### src/rtl/port3_timing_defs.svh
// Offsets, reset values and timing counts for the port 3 and cycle timing block
`ifndef PORT3_TIMING_DEFS_SVH
`define PORT3_TIMING_DEFS_SVH

`define CLK_PERIOD_NS      5
`define PORT_WIDTH         8
`define LATCH_RESET        8'hff
`define CYCLE_CLKS         4
`define TIMER_SLOW_CLKS    12
`define TIMER_DIV_LAST     4'hb
`define BOOST_NS           10
`define BOOST_CLKS         ((`BOOST_NS + `CLK_PERIOD_NS - 1) / `CLK_PERIOD_NS)
`define BOOST_W            2
`define STRAP_SETTLE       2'h2
`define MOVX_DPTR_CYCLES   3'h2
`define MOV_DIR_DIR_CYCLES 3'h3
`define MIN_INSTR_CYCLES   3'h1
`define MAX_INSTR_CYCLES   3'h5

`define BIT_SERIAL_RX      0
`define BIT_SERIAL_TX      1
`define BIT_IRQ_ZERO       2
`define BIT_IRQ_ONE        3
`define BIT_TIMER_ZERO     4
`define BIT_TIMER_ONE      5
`define BIT_WRITE_STROBE   6
`define BIT_READ_STROBE    7

`endif

### src/rtl/port3_timing_pkg.sv
// Types shared by the port 3 and cycle timing block
`include "port3_timing_defs.svh"

package port3_timing_pkg;

	typedef enum logic [1:0] {
		INSTR_IDLE = 2'b01,
		INSTR_RUN  = 2'b10
	} instr_state_t;

	typedef enum logic [1:0] {
		INSTR_PLAIN       = 2'h0,
		INSTR_MOVX_DPTR   = 2'h1,
		INSTR_MOV_DIR_DIR = 2'h2
	} instr_kind_t;

	typedef struct packed {
		logic [`PORT_WIDTH-1:0]                latch_reg;
		logic [`PORT_WIDTH-1:0]                eff_reg;
		logic [`PORT_WIDTH-1:0][`BOOST_W-1:0]  boost_cnt;
		logic [`PORT_WIDTH-1:0]                pin_s1;
		logic [`PORT_WIDTH-1:0]                pin_s2;
		logic                                  ea_s1;
		logic                                  ea_s2;
		logic [1:0]                            strap_wait;
		logic                                  strap_done;
		logic                                  fetch_ext;
		logic [1:0]                            phase;
		logic                                  ale;
		logic [3:0]                            tdiv;
		logic [1:0]                            tick;
		logic [7:0]                            addr_hi;
		instr_state_t                          ist;
		logic [2:0]                            left;
		logic                                  done;
	} state_t;

endpackage : port3_timing_pkg

### src/rtl/port3_cycle_timing.sv
// Port 3 pin logic, external-access strap, machine cycle and instruction timing
//
// How it works
// - Reset loads all eight port latch bits with one, pins weakly high.
// - A latch one with its alternate output high gives only a weak pullup, so outside drivers win.
// - Writing zero turns on strong pulldown until one written or reset.
// - A zero-to-one change gives a brief strong high, then the weak pullup.
// - Bit 0 is serial channel zero receive, bit 1 its transmit.
// - Bits 2 and 3 are external interrupt request inputs zero and one.
// - Bits 4 and 5 are the count inputs of timers zero and one.
// - Bit 6 drives the low write strobe, bit 7 the low read strobe.
// - External-access low fetches all code off-chip; high uses internal memory.
// - With external access low, internal data RAM stays reachable.
// - Port 2 drives the upper address byte on external bus cycles.
// - Each machine cycle is four clocks, with no dummy cycles.
// - Exactly one address-latch pulse in every machine cycle.
// - No idle dummy memory cycles; every machine cycle does work.
// - One machine cycle per instruction byte, one to five cycles.
// - External data move through the pointer takes two machine cycles.
// - Direct-to-direct move takes three machine cycles.
// - Timers tick every twelve clocks, or every four when selected.
// - Instruction effects match the standard set; only cycle counts differ.
`include "port3_timing_defs.svh"

module port3_cycle_timing
	import port3_timing_pkg::*;
(
	input  wire logic                   sys_clk,             // 200 MHz clock
	input  wire logic                   arst_n,              // Async reset, active low
	input  wire logic                   latch_wr,            // Port latch write pulse
	input  wire logic [`PORT_WIDTH-1:0] latch_wr_data,       // Port latch write value
	input  wire logic [`PORT_WIDTH-1:0] pin_in,              // Pin levels from pads
	output logic      [`PORT_WIDTH-1:0] pin_out,             // Pin drive level
	output logic      [`PORT_WIDTH-1:0] pin_oe,              // Strong drive enable
	output logic      [`PORT_WIDTH-1:0] weak_pullup_en,      // Weak pullup enable
	output logic      [`PORT_WIDTH-1:0] latch_value,         // Port latch contents
	output logic      [`PORT_WIDTH-1:0] pin_level,           // Synchronised pin levels
	input  wire logic                   serial0_tx_drive,    // Transmit data from serial core
	input  wire logic                   wr_strobe_n,         // Data write strobe from core
	input  wire logic                   rd_strobe_n,         // Data read strobe from core
	output logic                        serial0_receive_in,  // Receive data to serial core
	output logic                        ext_irq_zero,        // Interrupt request 0 level
	output logic                        ext_irq_one,         // Interrupt request 1 level
	output logic                        timer_zero_count_in, // Timer 0 count input
	output logic                        timer_one_count_in,  // Timer 1 count input
	input  wire logic                   external_access_n,   // Strap pin, low = external code
	output logic                        code_fetch_external, // Code fetched off-chip
	output logic                        strap_valid,         // Strap has been captured
	output logic                        data_ram_internal,   // Internal data RAM reachable
	input  wire logic                   ext_bus_active,      // External bus cycle in progress
	input  wire logic [7:0]             ext_addr_hi,         // Upper address byte
	output logic      [7:0]             port2_addr_out,      // Upper address to port 2
	output logic                        ale,                 // Address latch enable
	output logic      [1:0]             cycle_phase,         // Clock within machine cycle
	input  wire logic [1:0]             timer_fast,          // Per timer: four-clock rate
	output logic      [1:0]             timer_tick,          // Per timer count enable pulse
	input  wire logic                   instr_start,         // Start an instruction
	input  wire instr_kind_t            instr_kind,          // Timing class of instruction
	input  wire logic [2:0]             instr_bytes,         // Instruction length in bytes
	output logic                        instr_ready,         // Start is taken this cycle
	output logic                        instr_done           // Last machine cycle ended
);

	localparam logic [`BOOST_W-1:0] BOOST_LOAD = `BOOST_W'(`BOOST_CLKS);

	state_t                   st_reg;
	state_t                   st_next;
	logic [`PORT_WIDTH-1:0]   alt_drive;
	logic [`PORT_WIDTH-1:0]   eff;
	logic [`PORT_WIDTH-1:0]   boost_on;
	logic [2:0]               cycles;

	// Alternate outputs AND into the latch, so a latch zero always wins
	always_comb begin
		alt_drive                    = {`PORT_WIDTH{1'b1}};
		alt_drive[`BIT_SERIAL_TX]    = serial0_tx_drive;
		alt_drive[`BIT_WRITE_STROBE] = wr_strobe_n;
		alt_drive[`BIT_READ_STROBE]  = rd_strobe_n;
	end

	assign eff = st_reg.latch_reg & alt_drive;

	// Timing is all this block models; results are left to the core unchanged
	always_comb begin
		case (instr_kind)
			INSTR_MOVX_DPTR:   cycles = `MOVX_DPTR_CYCLES;
			INSTR_MOV_DIR_DIR: cycles = `MOV_DIR_DIR_CYCLES;
			default: begin
				if (instr_bytes < `MIN_INSTR_CYCLES) begin
					cycles = `MIN_INSTR_CYCLES;
				end else if (instr_bytes > `MAX_INSTR_CYCLES) begin
					cycles = `MAX_INSTR_CYCLES;
				end else begin
					cycles = instr_bytes;
				end
			end
		endcase
	end

	always_comb begin
		st_next = st_reg;
		// Pads are asynchronous to the core clock
		st_next.pin_s1 = pin_in;
		st_next.pin_s2 = st_reg.pin_s1;
		st_next.ea_s1  = external_access_n;
		st_next.ea_s2  = st_reg.ea_s1;

		if (latch_wr) begin
			st_next.latch_reg = latch_wr_data;
		end
		st_next.eff_reg = eff;
		for (int i = 0; i < `PORT_WIDTH; i++) begin
			if (eff[i] && !st_reg.eff_reg[i]) begin
				st_next.boost_cnt[i] = BOOST_LOAD;
			end else if (!eff[i]) begin
				st_next.boost_cnt[i] = '0;
			end else if (st_reg.boost_cnt[i] != '0) begin
				st_next.boost_cnt[i] = st_reg.boost_cnt[i] - 1'b1;
			end
		end

		// Strap is read once, after the synchroniser has filled
		if (!st_reg.strap_done) begin
			if (st_reg.strap_wait == `STRAP_SETTLE) begin
				st_next.fetch_ext  = !st_reg.ea_s2;
				st_next.strap_done = 1'b1;
			end else begin
				st_next.strap_wait = st_reg.strap_wait + 1'b1;
			end
		end

		if (ext_bus_active) begin
			st_next.addr_hi = ext_addr_hi;
		end

		// Free-running four-clock cycle; no stretch or dummy state exists
		st_next.phase = st_reg.phase + 1'b1;
		st_next.ale   = (st_reg.phase == 2'h3);
		st_next.tdiv  = (st_reg.tdiv == `TIMER_DIV_LAST) ? 4'h0 : st_reg.tdiv + 1'b1;
		for (int t = 0; t < 2; t++) begin
			st_next.tick[t] = timer_fast[t] ? (st_reg.phase == 2'h3)
			                                : (st_reg.tdiv == `TIMER_DIV_LAST);
		end

		st_next.done = 1'b0;
		case (st_reg.ist)
			INSTR_IDLE: begin
				if (instr_start && st_reg.phase == 2'h0) begin
					st_next.left = cycles;
					st_next.ist  = INSTR_RUN;
				end
			end
			INSTR_RUN: begin
				if (st_reg.phase == 2'h3) begin
					if (st_reg.left == 3'h1) begin
						st_next.done = 1'b1;
						st_next.ist  = INSTR_IDLE;
					end else begin
						st_next.left = st_reg.left - 1'b1;
					end
				end
			end
			default: st_next.ist = INSTR_IDLE;
		endcase
	end

	always_ff @(posedge sys_clk or negedge arst_n) begin
		if (!arst_n) begin
			st_reg            <= '0;
			st_reg.latch_reg  <= `LATCH_RESET;
			st_reg.eff_reg    <= `LATCH_RESET;
			st_reg.pin_s1     <= `LATCH_RESET;
			st_reg.pin_s2     <= `LATCH_RESET;
			st_reg.ea_s1      <= 1'b1;
			st_reg.ea_s2      <= 1'b1;
			st_reg.ale        <= 1'b1;
			st_reg.ist        <= INSTR_IDLE;
		end else begin
			st_reg <= st_next;
		end
	end

	always_comb begin
		for (int i = 0; i < `PORT_WIDTH; i++) begin
			boost_on[i] = (st_reg.boost_cnt[i] != '0);
		end
	end

	assign pin_out        = st_reg.eff_reg;
	assign pin_oe         = ~st_reg.eff_reg | boost_on;
	assign weak_pullup_en = st_reg.eff_reg;
	assign latch_value    = st_reg.latch_reg;
	assign pin_level      = st_reg.pin_s2;

	assign serial0_receive_in  = st_reg.pin_s2[`BIT_SERIAL_RX];
	assign ext_irq_zero        = st_reg.pin_s2[`BIT_IRQ_ZERO];
	assign ext_irq_one         = st_reg.pin_s2[`BIT_IRQ_ONE];
	assign timer_zero_count_in = st_reg.pin_s2[`BIT_TIMER_ZERO];
	assign timer_one_count_in  = st_reg.pin_s2[`BIT_TIMER_ONE];

	// Only code fetches move off-chip; data RAM decode is never switched away
	assign code_fetch_external = st_reg.fetch_ext;
	assign strap_valid         = st_reg.strap_done;
	assign data_ram_internal   = 1'b1;
	assign port2_addr_out      = st_reg.addr_hi;

	assign ale         = st_reg.ale;
	assign cycle_phase = st_reg.phase;
	assign timer_tick  = st_reg.tick;
	assign instr_ready = (st_reg.ist == INSTR_IDLE) && (st_reg.phase == 2'h0);
	assign instr_done  = st_reg.done;
endmodule : port3_cycle_timing

### config.mk
export PLATFORM = sky130hd
export DESIGN_NAME = port3_cycle_timing
export DESIGN_NICKNAME = d
export VERILOG_FILES = /design/src/rtl/port3_timing_pkg.sv /design/src/rtl/port3_cycle_timing.sv
export VERILOG_INCLUDE_DIRS = /design/src /design/src/rtl
export SDC_FILE = /design/constraint.sdc
export NUM_CORES = 1
export LEC_CHECK = 0
export BUFFER_PORTS_ARGS = -buffer_cell sky130_fd_sc_hd__buf_2
export CAP_MARGIN = 20
export CORE_AREA = 2 2 96 98
export CTS_BUF_LIST = sky130_fd_sc_hd__clkbuf_8
export CTS_CLUSTER_SIZE = 20
export DETAILED_ROUTE_END_ITERATION = 7
export DIE_AREA = 0 0 98 100
export PLACE_DENSITY = 0.68
export SLEW_MARGIN = 20
export SYNTH_ARGS = -nofsm -noshare
export SYNTH_HDL_FRONTEND = slang
export SYNTH_SLANG_ARGS = --single-unit
### constraint.sdc
create_clock -name sys_clk -period 3.7 [get_ports sys_clk]
set_input_delay 0.37 -clock sys_clk [delete_from_list [all_inputs] [get_ports sys_clk]]
set_output_delay 0.37 -clock sys_clk [all_outputs]
set_load 0.03 [all_outputs]
======== Yosys cells after proc, flatten, opt, wreduce, memory -nomap -nowiden ========
Cells that the tools add are included.
storage, ports and cells
  output and inout bits ................... 63
  register bits after elaboration ......... 77
cells by class
  mux-type cells .......................... 40
  order comparisons ....................... 2
  equal/unequal tests ..................... 20
  reduce and logical (&&, ||, !) cells .... 33
  add/subtract/negate cells ............... 12
  bitwise gates (word level) .............. 5
operator list
  cell                                                   number
  two-way mux 2 bit                                      27
  inequality test 3 x 1 -> 1 bit, second input constant  8
  nonzero test 2 bit                                     9
  subtractor 2 x 1 -> 2 bit, second input constant       8
  case mux 3 bit (2 select lines)                        2
  logical AND 1 bit                                      10
  zero test 1 bit                                        9
  two-way mux 3 bit                                      3
  bitwise AND 8 bit                                      1
  equality test 2 bit, second input constant             4
  inequality test 2 bit, second input constant           4
  inverter 8 bit                                         1
  bitwise OR 8 bit                                       1
  two-way mux 6 bit                                      1
  two-way mux 5 bit                                      1
  adder 2 x 1 -> 2 bit, second input constant            2
  adder 4 x 1 -> 4 bit, second input constant            1
  equality test 2 x 1 -> 1 bit, second input constant    2
  equality test 4 bit, second input constant             1
  two-way mux 1 bit                                      4
  two-way mux 4 bit                                      1
  case mux 2 bit (2 select lines)                        1
  AND reduction 2 bit                                    2
  AND reduction 4 bit                                    1
  7 further kinds                                        8

======== Logic depth before layout (Yosys ltp) ========
  depth in word-level cells ............... 6
  mapped depth ............................ 6

======== Worst setup path before layout ========
OpenSTA, ideal clock, no wires.
  path type ............................... flip-flop to flip-flop
  from .................................... reg st_reg (netlist bit cycle_phase[0])
  to ...................................... reg st_reg[3] (netlist name)
  setup time .............................. 121 ps
  clock period less this slack ............ 1280 ps
  cell stages (with the launch flop) ...... 7
  slack ................................... 2420 ps
  data arrival time ....................... 1158 ps
  cell sequence ........................... dfrtp_1 > inv_1 > ha_1 > and4b_4 > a21oi_4 > nor2_2 > o22a_1
on the way
  longest elaborated chain between the ends .. 4
  elaborated cells between the ends (all ways) .. 6
  classes of those cells .................. 3 x eq/ne; 3 x reduce/logical
ends and longest elaborated chain
  element                            RTL line                   source
  start: declaration                 port3_cycle_timing.sv:66   state_t st_reg;
  start signal: assignment           port3_cycle_timing.sv:179  st_reg <= st_next;
  zero test 2 bit                    port3_cycle_timing.sv:148  if (instr_start && st_reg.phase == 2'h0) begin
  logical AND 1 bit                  port3_cycle_timing.sv:148
  inequality test 2 bit (no line)    --
  AND reduction 4 bit (no line) (*)  --
Mark *: on every way between the ends. The rest lies on a longest branch, timed or not.
A chain may end at the register's enable or synchronous reset.

======== Final worst setup path ========
  from .................................... reg st_reg (netlist bit cycle_phase[0])
  to ...................................... out instr_ready
on the way
  longest elaborated chain between the ends .. 2
ends and longest elaborated chain
  element            RTL line                   source
  zero test 2 bit    port3_cycle_timing.sv:210  assign instr_ready = (st_reg.ist == INSTR_IDLE) && (st_reg.phase == 2'h0);
  logical AND 1 bit  port3_cycle_timing.sv:210
  end: declaration   port3_cycle_timing.sv:60   output logic instr_ready,
Every way passes these cells.

==> metrics.txt <==
Pwr Total=2.09 mW; vias in the first global route=1987; Gate power share=18.3%; post-CTS setup buffers=0; Area growth syn-to-layout=15.5%; Worst Path Max Fanout=3; met3 wire length=385 µm; fill cell count=847; Reg2Reg Setup Slack=2.32 ns; Setup Skew=0.00646 ns; CTS tree=built; CTS HTree Levels=3; Final Setup Violations=0; area occupied by multi-input gates=998 µm²; layout cells sized above 1=53.2%; row count=35; Iter 0 DRT Violations=39; DR vias=1997; Cell Area, Synth=3420 µm²; max frequency=0.578 GHz; switch share=27.0%; critical path required time=3.33 ns; core outline area=8890 µm²; FF-to-FF path depth=6; slowest CP cell=dfrtp_1; sw power=0.565 mW; Clock power frac=35.6%; Min Hold Slack=0.117 ns; Reg area=1970 µm²; part of the power in registers=46.1%; DR WL/cell=11.7 µm; flops & latches, synth=77; RR Startpoint=cycle_phase[0]; met2 wire length=2510 µm; status=complete, no violations; top routing layer used=met4; Vias/cell=4.41; Yosys top cell by area=dfrtp_1; Antenna Nets Post-Route=0; max cap viols=0; Die X=98 µm; final hold violation count=0; Final period util=46.7%; DRC errors left=0; Worst IR Drop VDD=233 µV; Starting Density=38.5%; Inserted Clock Buffers=9; Yosys cell types=35; PwrDens=529 nW/µm²; most frequent cells in the layout=buf_2 (100), dfrtp_1 (41), dfstp_2 (36), inv_1 (26), mux2_2 (24); critical path cell sequence=inv_1 > ha_1 > and3b_2 > buf_2; Crit. Startpoint=cycle_phase[0]; Ys Warns=0; Leak=1.91 nW; CTS Sinks=77; # hold bufs at CTS=0; GR Overflow Total=0; DIE AREA=9800 µm²; HPWL Detailed=3750 µm; Rel. slew slack=36.3%; largest net degree at the start of global routing=78; RSZ-0062 raised after global routing=no; commonest non-fill, non-tap cell in the layout=buf_2; Port Buf Inserts=101; Setup WS post-layout=1.97 ns; initial antenna violation count=0; Critical Path End Type=output port; DRT Pass-1 Iters=4; clock buffer depth=2; crit path time final=1.73 ns; Synth Instances=274; post-layout net count=392; Post-Place Worst Slack=2.33 ns; synthesized area per cell=12.5 µm²; CP endpoint=instr_ready; I/O pin count=103; syn_nets=329; GPL Wtd Cong=0.760; area share of the largest cell type after synthesis=30.0%; Final Util=44.4%; sequential area share after synthesis=57.6%; Worst-Margin Slew=0.955 ns; top cells by area, synth=dfrtp_1 (30%), dfstp_2 (28%), buf_4 (9.9%), mux2_2 (7.9%), ha_1 (5.5%); Clock Root Buffer=clkbuf_8; critical path class=flip-flop to output port; first-pass GRT wire length=8950 µm; GRT Total Usage=11.6%; Min-Delay Path Class=input port to flip-flop; chip height=100 µm; CP delay by family, top=flip-flops; Final Max Tran Viols=0; post_cts resized=0; max reg flops=28; final wirelength=5290 µm; Pint=1.52 mW; clk slew on worst S/H paths=0.08 ns; Crit. path cell count=4; Worst path max stage delay=0.37 ns; TNS Setup=0 ns; Clk Latency, worst-skew pair=0.34 ns; Buf/Inv on CP=2; Arr. time, crit path=1.36 ns; Antenna Cells=0; startpoint types=flip-flop; M1 wire length=2310 µm; reg2reg end=st_reg[3]
[worst min-delay path by stage]
stage / slack (ns) / to / cells after the start / from
2_1_floorplan: 0.07 / code_fetch_external / 0 / arst_n
3_3_place_gp: 0.35 / st_reg[27] / 0 / st_next[27]
3_5_place_dp: 0.35 / pin_level[0] / 0 / st_next[29]
4_1_cts: 0.09 / st_next[27] / 1 / external_access_n
5_1_grt: 0.08 / st_next[27] / 1 / external_access_n
6_report: 0.12 / st_next[27] / 1 / external_access_n
[per-layer routing]
layer	track usage (%)	vias up
met5	0	-
met4	5.02	0
met3	4.74	8
met2	18.0	64
met1	14.4	958
li1	-	967
[final cells by class]
cell class / count / area share (%)
sequential: 77 / 49.9
timing repair buffer: 101 / 12.9
tap: 111 / 3.52
multi-input combinational: 123 / 25.3
inverter: 25 / 2.38
clock buffer: 9 / 3.14
clock inverter: 7 / 2.91
[cell usage after synthesis]
| cell | count |
|---|---|
| a21boi_0 | 8 |
| o22a_1 | 1 |
| and4b_4 | 1 |
| and3b_2 | 1 |
| nand2_1 | 14 |
| clkbuf_1 | 1 |
| nor2_1 | 5 |
| nor3b_1 | 1 |
| nand2b_4 | 1 |
| o21ai_1 | 1 |
| nand3_1 | 1 |
| nor2b_1 | 1 |
| ha_1 | 15 |
| nand2b_1 | 2 |
| a21oi_1 | 5 |
| a41oi_1 | 1 |
| and3_1 | 9 |
| nand3b_1 | 3 |
| a21oi_4 | 1 |
| dfrtp_1 | 41 |
| inv_1 | 25 |
| nor2_2 | 1 |
| xor2_1 | 1 |
| mux2_2 | 24 |
| and2_1 | 3 |
| o31ai_1 | 1 |
| buf_2 | 3 |
| conb_1 | 1 |
| or2_0 | 1 |
| and2b_4 | 1 |
| dfstp_2 | 36 |
| xnor2_1 | 10 |
| o2111ai_1 | 1 |
| buf_4 | 45 |
| o21ai_0 | 8 |
[worst register-to-register path: cells and delay by family, from the launching register on]
family | cells | cell delay, ns
simple gates | 2 | 0.29
fa+ha+maj | 1 | 0.21
compound gates | 2 | 0.34
buf+inv | 1 | 0.06
flops | 1 | 0.37
[stage by stage]
stage                     cells  area, µm²
final                       453       3950
after global routing        453       3950
after CTS                   453       3950
after detailed placement    437       3710
after global placement      437       3710
after floorplan             274       3420
[logic make-up (layout without fill, tap and decap cells)]
group | Yosys count | after routing | synth area share [%]
multiplexers | 24 | 24 | 7.90
flip-flops | 77 | 77 | 57.6
AO/OA/AOI/OAI | 27 | 27 | 5.27
AND/OR/NAND/NOR | 45 | 45 | 7.61
buffers and inverters | 74 | 142 | 13.2
XOR/XNOR | 11 | 11 | 2.82
adder cells (fa/ha/maj) | 15 | 15 | 5.49
other | 1 | 1 | 0.110
[power groups by stage]
stage          registers [mW]  clock network, mW  logic [mW]
2_1_floorplan           0.978                  0       0.324
3_3_place_gp            0.977                  0       0.379
3_5_place_dp            0.980                  0       0.388
4_1_cts                 0.965              0.783       0.389
5_1_grt                 0.974              0.813       0.420
6_report                0.963              0.745       0.382
No activity file was read; power rests on OpenSTA's default activity.
